[src/aopd_pkg.sv]
// Package for the alarm output pulse driver: register map, fields, reset values, timing
// Operation
// - A polarity setting selects high or low as the asserted alarm level.
// - High-active polarity: output idles low, goes high on alarm.
// - Low-active polarity: output idles high, goes low on alarm.
// - Default settings select high-active polarity.
// - Steady mode holds the output asserted for the whole alarm condition.
// - Pulsed mode toggles asserted and idle while the alarm condition lasts.
// - Default settings select pulsed mode, not steady.
// - Each pulse lasts the on-duration, default five seconds.
// - Each pulse is followed by idle for the off-duration, default five seconds.
package aopd_pkg;

   localparam int          APB_AW          = 12;
   // Register byte addresses
   localparam logic [11:0] ADDR_CTRL       = 12'h000;
   localparam logic [11:0] ADDR_TON        = 12'h004;
   localparam logic [11:0] ADDR_TOFF       = 12'h008;
   localparam logic [11:0] ADDR_STATUS     = 12'h00C;
   // Control fields
   localparam int          CTRL_LOW_ACT    = 0;
   localparam int          CTRL_STEADY     = 1;
   localparam int          CTRL_DEFAULTS   = 2;
   // Status fields
   localparam int          STAT_COND       = 0;
   localparam int          STAT_OUT_ACT    = 1;
   localparam int          STAT_ON_PHASE   = 2;
   // Durations are programmed in milliseconds
   localparam int          DUR_W           = 16;
   localparam logic [15:0] TON_RESET_MS    = 16'h1388;
   localparam logic [15:0] TOFF_RESET_MS   = 16'h1388;
   localparam int          CLK_HZ          = 50_000_000;
   localparam int          MS_PER_S        = 1000;
   localparam int          CYC_PER_MS      = CLK_HZ / MS_PER_S;
   localparam int          MS_CNT_W        = 16;

   typedef struct packed
   {
      logic              psel;
      logic              penable;
      logic              pwrite;
      logic [APB_AW-1:0] paddr;
      logic [31:0]       pwdata;
   } aopd_apb_req_t;

   typedef struct packed
   {
      logic        pready;
      logic        pslverr;
      logic [31:0] prdata;
   } aopd_apb_rsp_t;

   typedef enum logic [1:0] {AOPD_IDLE, AOPD_ON, AOPD_OFF} aopd_state_t;

endpackage : aopd_pkg

[src/aopd_top.sv]
// Alarm output pulse driver with APB configuration registers
//
// Register access over APB and the placing of the registers were decided locally.
`timescale 1ns/1ps
module aopd_top
#(
   parameter int CYC_MS = aopd_pkg::CYC_PER_MS
)
(
   input  wire logic                    clk_i,
   input  wire logic                    nrst_i,
   input  wire logic                    ce_i,
   input  wire logic                    alarm_cond_i,
   input  wire aopd_pkg::aopd_apb_req_t apb_req_i,
   output      aopd_pkg::aopd_apb_rsp_t apb_rsp_o,
   output      logic                    alarm_o
);
   import aopd_pkg::*;

   ////////////////////////////////////////////////////////////////////////////////////
   // Condition synchroniser; the first stage feeds only the second
   logic cond_s1;
   logic cond;

   always_ff @(posedge clk_i or negedge nrst_i)
   begin
      if (!nrst_i)
      begin
         cond_s1 <= 1'b0;
         cond    <= 1'b0;
      end
      else if (ce_i)
      begin
         cond_s1 <= alarm_cond_i;
         cond    <= cond_s1;
      end
   end

   ////////////////////////////////////////////////////////////////////////////////////
   // APB register file
   logic             low_active;
   logic             steady_alarm_mode;
   logic [DUR_W-1:0] ton_ms;
   logic [DUR_W-1:0] toff_ms;
   aopd_state_t      state;

   wire acc      = apb_req_i.psel && apb_req_i.penable;
   wire wr       = acc && apb_req_i.pwrite;
   wire sel_ctrl = apb_req_i.paddr == ADDR_CTRL;
   wire sel_ton  = apb_req_i.paddr == ADDR_TON;
   wire sel_toff = apb_req_i.paddr == ADDR_TOFF;
   wire sel_stat = apb_req_i.paddr == ADDR_STATUS;
   wire mapped   = sel_ctrl || sel_ton || sel_toff || sel_stat;
   // Restore commits at the pready edge only, like every other write
   wire defaults = wr && apb_rsp_o.pready && sel_ctrl && apb_req_i.pwdata[CTRL_DEFAULTS];

   wire [31:0] rd_ctrl = {30'h0, steady_alarm_mode, low_active};
   wire [31:0] rd_stat = {29'h0, state == AOPD_ON, alarm_o ^ low_active, cond};
   wire [31:0] rd_mux  = sel_ctrl ? rd_ctrl :
                         sel_ton  ? {16'h0, ton_ms} :
                         sel_toff ? {16'h0, toff_ms} :
                         sel_stat ? rd_stat : 32'h0;

   always_ff @(posedge clk_i or negedge nrst_i)
   begin
      if (!nrst_i)
      begin
         low_active        <= 1'b0;
         steady_alarm_mode <= 1'b0;
         ton_ms            <= TON_RESET_MS;
         toff_ms           <= TOFF_RESET_MS;
         apb_rsp_o         <= '0;
      end
      else if (ce_i)
      begin
         // Slave answers one cycle into the access phase
         apb_rsp_o.pready  <= acc && !apb_rsp_o.pready;
         apb_rsp_o.pslverr <= acc && !apb_rsp_o.pready && !mapped;
         apb_rsp_o.prdata  <= (acc && !apb_req_i.pwrite) ? rd_mux : 32'h0;
         if (defaults)
         begin
            low_active        <= 1'b0;
            steady_alarm_mode <= 1'b0;
            ton_ms            <= TON_RESET_MS;
            toff_ms           <= TOFF_RESET_MS;
         end
         else if (wr && apb_rsp_o.pready)
         begin
            if (sel_ctrl)
            begin
               low_active        <= apb_req_i.pwdata[CTRL_LOW_ACT];
               steady_alarm_mode <= apb_req_i.pwdata[CTRL_STEADY];
            end
            if (sel_ton)
               ton_ms <= apb_req_i.pwdata[DUR_W-1:0];
            if (sel_toff)
               toff_ms <= apb_req_i.pwdata[DUR_W-1:0];
         end
      end
   end

   ////////////////////////////////////////////////////////////////////////////////////
   // Phase timer: millisecond prescaler plus millisecond counter
   logic [MS_CNT_W-1:0] pre;
   logic [DUR_W-1:0]    ms;
   aopd_state_t         next_state;

   wire ms_tick  = pre == MS_CNT_W'(CYC_MS - 1);
   // A zero duration is treated as one millisecond so pulsing never stalls
   wire on_done  = ms_tick && (ms + 16'h0001 >= ton_ms);
   wire off_done = ms_tick && (ms + 16'h0001 >= toff_ms);

   always_comb
   begin
      next_state = state;
      case (state)
         AOPD_IDLE : if (cond) next_state = AOPD_ON;
         AOPD_ON   :
            if (!cond)
               next_state = AOPD_IDLE;
            else if (!steady_alarm_mode && on_done)
               next_state = AOPD_OFF;
         AOPD_OFF  :
            if (!cond)
               next_state = AOPD_IDLE;
            else if (steady_alarm_mode || off_done)
               next_state = AOPD_ON;
         default   : next_state = AOPD_IDLE;
      endcase
   end

   wire phase_chg = next_state != state;
   wire next_act  = next_state == AOPD_ON;

   always_ff @(posedge clk_i or negedge nrst_i)
   begin
      if (!nrst_i)
      begin
         state   <= AOPD_IDLE;
         pre     <= '0;
         ms      <= '0;
         alarm_o <= 1'b0;
      end
      else if (ce_i)
      begin
         state   <= next_state;
         pre     <= (phase_chg || ms_tick) ? '0 : pre + 1'b1;
         ms      <= phase_chg ? '0 : (ms_tick ? ms + 1'b1 : ms);
         alarm_o <= next_act ^ low_active;
      end
   end
endmodule : aopd_top

[config.mk]
export PLATFORM = sky130hd
export DESIGN_NAME = aopd_top
export DESIGN_NICKNAME = d
export VERILOG_FILES = /design/src/aopd_pkg.sv /design/src/aopd_top.sv
export SDC_FILE = /design/constraint.sdc
export NUM_CORES = 1
export LEC_CHECK = 0
export ABC_AREA = 1
export BUFFER_PORTS_ARGS = -buffer_cell sky130_fd_sc_hd__buf_2
export CAP_MARGIN = 20
export CORE_ASPECT_RATIO = 0.6
export CORE_MARGIN = 2
export CORE_UTILIZATION = 53
export CTS_CLUSTER_SIZE = 25
export DETAILED_ROUTE_END_ITERATION = 7
export HOLD_SLACK_MARGIN = 0.02
export PLACE_DENSITY = 0.75
export SLEW_MARGIN = 20
export SYNTH_ARGS = -nofsm -noshare
export SYNTH_HDL_FRONTEND = slang
export SYNTH_SLANG_ARGS = --single-unit
export TNS_END_PERCENT = 10
[constraint.sdc]
create_clock -name clk_i -period 4.38 [get_ports clk_i]
set_clock_uncertainty 0.2 [all_clocks]
set_input_delay 0.438 -clock clk_i [delete_from_list [all_inputs] [get_ports clk_i]]
set_output_delay 0.438 -clock clk_i [all_outputs]
set_load 0.01 [all_outputs]
* After elaboration in Yosys (flattened, before gate mapping) *
Index checks and enable logic that the tools add are counted.
W data, S select, Z words.

word-level totals
  register bits = 105
  output and inout port bits = 35
  input port bits = 51
  word-level logic and storage cells = 84

cells by class
  $add $sub $neg = 2
  reduce and logical (&&, ||, !) cells = 31
  equal/unequal tests = 8
  muxes and demuxes = 26
  order comparisons = 2
  bitwise gates (word level) = 2

operators with widths
  cell                     count
  $mux W16                 13
  $add A16 B1 Y16 const B  2
  $ge A16 B16 Y1           2
  $eq A12 B4 Y1 const B    2
  $eq A16 B16 Y1 const B   1
  $eq A12 B3 Y1 const B    1
  $logic_not A12 Y1        1
  $logic_and A1 B1 Y1      11
  $mux W2                  5
  $reduce_bool A2 Y1       5
  $reduce_and A3 Y1        3
  $mux W1                  6
  $pmux W2 S3              1
  $logic_or A1 B1 Y1       5
  $eq A2 B1 Y1 const B     2
  $logic_not A1 Y1         4
  $mux W3                  1
  $eq A2 B2 Y1 const B     1
  $logic_not A2 Y1         1
  $ne A2 B2 Y1             1
  $reduce_and A2 Y1        1
  $xor A1 B1 Y1            2

* Depth between registers and ports, before layout *
  depth in word-level cells = 10
  gate-level depth with buffers = 25
  gate-level depth less buffers = 24

* Least setup slack after synthesis *
No wires, ideal clock.

  path type = register to register
  from = register ms[0]
  to = register ms[15]
  cell stages (with the launch flop) = 21
  data required time = 4,114 ps
  path slack = 1,175 ps
  arrival = 2,938 ps
  path buffers = 1
  period minus slack after synthesis = 3,205 ps
  setup time = 66 ps
  path through = dfrtp_1 -> inv_1 -> nor2_1 -> nand4_1 -> nor2_2 -> nand2_1 -> nor3b_2 -> xor2_1 -> ha_1 -> a21oi_1 -> o21ai_0 -> nor2_1 -> nand2_1 -> nand2_1 -> nand2_1 -> nand2_1 -> nand3_1 -> nor2_2 -> buf_6 -> nand4_1 -> nand2_1

between the ends
  longest elaborated chain between the ends = 10
  elaborated cells between the ends (all ways) = 17
  those cells by class = add/sub (1); order compare (2); eq/ne (1); mux (7); reduce/logical (6)

RTL lines
  element                                                           RTL line                                           text
  start: declaration                                                aopd_top.sv:105                                    logic [DUR_W-1:0] ms;
  start signal: assignment                                          aopd_top.sv:148                                    ms <= phase_chg ? '0 : (ms_tick ? ms + 1'b1 : ms);
  $add A16 B1 Y16 (*)                                               aopd_top.sv:110, aopd_top.sv:111, aopd_top.sv:148
  $ge A16 B16 Y1, on equally long branches                          aopd_top.sv:111, aopd_top.sv:110
  $logic_and A1 B1 Y1, on equally long branches                     aopd_top.sv:111, aopd_top.sv:110
  $logic_or A1 B1 Y1 / $logic_and A1 B1 Y1 (equally long branches)  aopd_top.sv:126, aopd_top.sv:121
  $mux W2, on equally long branches                                 aopd_top.sv:126, aopd_top.sv:121
  $mux W2, on equally long branches                                 aopd_top.sv:124, aopd_top.sv:119
  $pmux W2 S3                                                       aopd_top.sv:116                                    case (state)
  $ne A2 B2 Y1                                                      aopd_top.sv:132                                    wire phase_chg = next_state != state;
  $reduce_bool A2 Y1 (no line)                                      --
  $reduce_and A2 Y1 (no line)                                       --

Every way passes the cells marked *; elsewhere a longest branch is shown, timed or not. The select of a mux whose other input is x is not followed.
A chain may end at the register's enable or synchronous reset.

* Final worst setup path *
  from = register ms[0]
  to = register pre[4]

between the ends
  longest elaborated chain between the ends = 10
  elaborated cells between the ends (all ways) = 15
  those cells by class = add/sub (1); order compare (2); eq/ne (1); mux (6); reduce/logical (5)

RTL lines
  element                                                           RTL line                          text
  $add A16 B1 Y16 (*)                                               aopd_top.sv:110, aopd_top.sv:111
  $ge A16 B16 Y1, on equally long branches                          aopd_top.sv:111, aopd_top.sv:110
  $logic_and A1 B1 Y1, on equally long branches                     aopd_top.sv:111, aopd_top.sv:110
  $logic_or A1 B1 Y1 / $logic_and A1 B1 Y1 (equally long branches)  aopd_top.sv:126, aopd_top.sv:121
  $mux W2, on equally long branches                                 aopd_top.sv:126, aopd_top.sv:121
  $mux W2, on equally long branches                                 aopd_top.sv:124, aopd_top.sv:119
  $pmux W2 S3 (*)                                                   aopd_top.sv:116
  $ne A2 B2 Y1 (*)                                                  aopd_top.sv:132
  $logic_or A1 B1 Y1 (*)                                            aopd_top.sv:147                   pre <= (phase_chg || ms_tick) ? '0 : pre + 1'b1;
  $mux W16 (*)                                                      aopd_top.sv:147
  end signal: assignment                                            aopd_top.sv:147
  end: declaration                                                  aopd_top.sv:104                   logic [MS_CNT_W-1:0] pre;

Every way passes the cells marked *; elsewhere a longest branch is shown, timed or not.

==> results.tsv <==
metric	value	unit
Tightest Hold Check Type	input pin to flop	
CTS tree	done	
worst max-slew margin expressed relative to the limit	37.7	%
number of library cell types mapped by synthesis	42	
number of antenna violations at the first check in global routing	0	
fraction of synthesized cell area taken by the top area cell type	36.3	%
area growth from synthesis to final layout	11.2	%
worst setup path category	flop to flop	
Critical Path End Type	flop	
Cells after DPL	849	
data arrival at the endpoint of the critical path	3.94	ns
HPWL Detailed	9070	µm
result of the run	complete, no violations	
first-iteration detailed-routing DRC count	330	
maximum level of the CTS H-tree	3	
area of the die	0.0111	mm²
routed vias/inst	5.39	
largest cells by area after synthesis	sky130_fd_sc_hd__dfrtp_1, sky130_fd_sc_hd__nand2_1, sky130_fd_sc_hd__ha_1	
Post-CTS Setup Bufs	0	
Port-buffer cells	53	
post-layout utilization of the core	61.1	%
synthesized area per cell	8.03	µm²
clock-pin slew on the worst setup and hold paths	0.07	ns
max-slew violation count	0	
Clk Tree Root Cell	sky130_fd_sc_hd__clkbuf_16	
final critical-path share of the clock period	89.4	%
worst-path cell with the longest stage delay	sky130_fd_sc_hd__dfrtp_1	
final total power	1.80	mW
most frequent cell on the critical path	sky130_fd_sc_hd__nand2_1	
Gates resized, CTS repair	0	
time the final worst path needs with I/O delays and setup	3.92	ns
gate count of the mapped netlist	679	
count of TritonRoute iterations in the first routing pass	4	
final routed DRC violation total	0	
wire length of the first global-routing pass	20500	µm
count of non-filler cells in the finished layout	866	
total number of nets in the final design	811	
most instantiated library cell after synthesis	sky130_fd_sc_hd__nand2_1	
highest attainable clock frequency	255	MHz
length of routed met2 wiring	5620	µm
routed wire length	12500	µm
share of post-route cells with drive strength above 1	15.6	%
number of buffers created by CTS	9	
maximum fanout along the worst path	17	
initial standard-cell utilization of the core	55.0	%
final antenna-violating net count	0	
peak supply drop	244	µV
Hold Fails Final Rpt	0	
count of clock tree sinks	89	
number of synthesized flops with an enable pin	0	
Die X-Extent	135	µm
cell type with the largest total area after synthesis	sky130_fd_sc_hd__dfrtp_1	
commonest cells in the synthesized netlist	sky130_fd_sc_hd__nand2_1, sky130_fd_sc_hd__inv_1, sky130_fd_sc_hd__dfrtp_1	
I/O pin total	86	
total length of routed met3 wires	850	µm
pin count of the biggest net entering global routing	90	
Critical Path, Cell by Cell	inv_1 > nor2_1 > nand4_1 > nor2_2 > nand2_1 > nor3b_2 > xor2_1 > ha_1 > a21oi_1 > o21ai_0 > nor2_1 > nand2_1 > nand2_1 > nand2_1 > nand3_2 > nand2_2 > nand3_4 > nand2_4 > inv_4 > nor2_1	
buffer and inverter count on the worst path	2	
routed vias	4664	
critical path data required time	4.41	ns
critical path's top delay family	simple AND/OR/NAND/NOR gates	
type of origin of the critical path	flop	
Slew @ Worst Pin	0.932	ns
unrepaired setup endpoints after global routing	no	
Core Area	0.00991	mm²
GRT Total Usage	23.7	%
final antenna diode count	0	
reported leakage power	3.09	nW
vias in the first global route	4303	
global-route congestion overflow total	0	
post-route setup TNS	0	ns
mapped cell area	0.00545	mm²
last weighted congestion value of the routability-driven placer	0.868	
register bit total from synthesis	89	
sequential fraction of the synthesis area	41.1	%
top_reg_cell synth	sky130_fd_sc_hd__dfrtp_1	
DR top layer	met4	
maximum clock path buffer count	2	
fraction of synthesis flops using an asynchronous set or reset pin	100	%
met1 layer wirelength in the final routing	5890	µm
average detailed-routed wire length per instance	14.4	µm
total setup violations reported at the end of the flow	0	
die height	82.6	µm
max capacitance violation total	0	
Power Dens Cells	297	mW/mm²
slowest cell delay on critical path	0.43	ns
Synth warnings	0	
worst-skew pair later-pin latency	0.35	ns
total number of placement rows	28	
final cells by class:
cell class / count / area [µm²]
fill: 881 / 3850
multi-input combinational: 481 / 2700
sequential: 89 / 2240
inverter: 87 / 329
timing repair buffer: 58 / 312
clock buffer: 10 / 239
tap: 135 / 169
clock inverter: 6 / 72.6
kinds of logic after synthesis:
family | Yosys count | share of synthesized area, %
AND/OR/NAND/NOR | 306 | 25.7
buffers and inverters | 124 | 10.4
AO/OA/AOI/OAI | 95 | 10.1
flip-flops | 89 | 41.1
adder cells (fa/ha/maj) | 34 | 7.81
XOR/XNOR | 30 | 4.82
other | 1 | 0.0688
repair_timing:
item,in CTS,in global routing
hold endpoints to repair,0,15
setup endpoints to repair,0,0
hold buffers,0,1
power by group:
group / internal (mW) / leakage, nW / switching [mW]
clock: 0.465 / 0.150 / 0.340
sequential: 0.837 / 1.20 / 0.0167
combinational: 0.0430 / 1.74 / 0.0969
total: 1.34 / 3.09 / 0.454
worst paths after layout:
path / startpoint / endpoint / slack (ns) / cells after the start
hold / removal: alarm_cond_i / cond_s1 / 0.1 / 3
setup / recovery: ms[0] / pre[4] / 0.46 / 20
max in group asynchronous: nrst_i / ms[13] / 2.89 / 2
hold reg to reg: cond_s1 / cond_s1 / 0.28 / 2
setup reg to reg: ms[0] / pre[4] / 0.46 / 20
min in group asynchronous: nrst_i / apb_rsp_o[0] / 0.52 / 2
cells in the final DEF, fill, tap and decap left out, types with 10 or more instances in the layout:
master and count:
sky130_fd_sc_hd__a22o_1 10, sky130_fd_sc_hd__a21oi_1 15, sky130_fd_sc_hd__buf_2 52, sky130_fd_sc_hd__nand2_1 179, sky130_fd_sc_hd__inv_1 84, sky130_fd_sc_hd__conb_1 16
sky130_fd_sc_hd__o21ai_0 45, sky130_fd_sc_hd__dfstp_2 10, sky130_fd_sc_hd__xor2_1 24, sky130_fd_sc_hd__nor2_2 15, sky130_fd_sc_hd__nor2_1 36, sky130_fd_sc_hd__nand4_1 33
sky130_fd_sc_hd__ha_1 34, sky130_fd_sc_hd__dfrtp_1 79, sky130_fd_sc_hd__nand3_1 16, sky130_fd_sc_hd__o22ai_1 11
through the flow:
stage / hold slack, ns / setup WS, ns / cell area [µm²]
6_report: 0.0977 / 0.464 / 6060
5_1_grt: 0.126 / 0.138 / 6060
4_1_cts: 0.0955 / 0.514 / 6050
3_5_place_dp: 0.264 / 0.549 / 5740
3_3_place_gp: 0.256 / 0.674 / 5740
2_1_floorplan: -0.0576 / 1.18 / 5510
worst register-to-register path, delay by kind of cell, from the launching register on:
| family | cells | cell delay [ns] |
|---|---|---|
| xor+xnor | 1 | 0.28 |
| buf+inv | 2 | 0.33 |
| compound gates | 2 | 0.27 |
| simple gates | 14 | 1.97 |
| flops | 1 | 0.43 |
| fa+ha+maj | 1 | 0.32 |
layer usage:
layer	up-vias	GRT usage [%]
met1	2226	32.2
met5	-	0
li1	2280	-
met3	11	6.35
met4	0	5.79
met2	147	38.0
sequential cells by signal, indices dropped and copies added (netlist names):
| register | count |
|---|---|
| state | 2 |
| steady_alarm_mode | 1 |
| low_active | 1 |
| alarm_o | 1 |
| ms | 16 |
| apb_rsp_o | 18 |
| cond_s1 | 1 |
| toff_ms | 16 |
| cond | 1 |
| pre | 16 |
| ton_ms | 16 |
No activity file was read; power rests on OpenSTA's default activity.
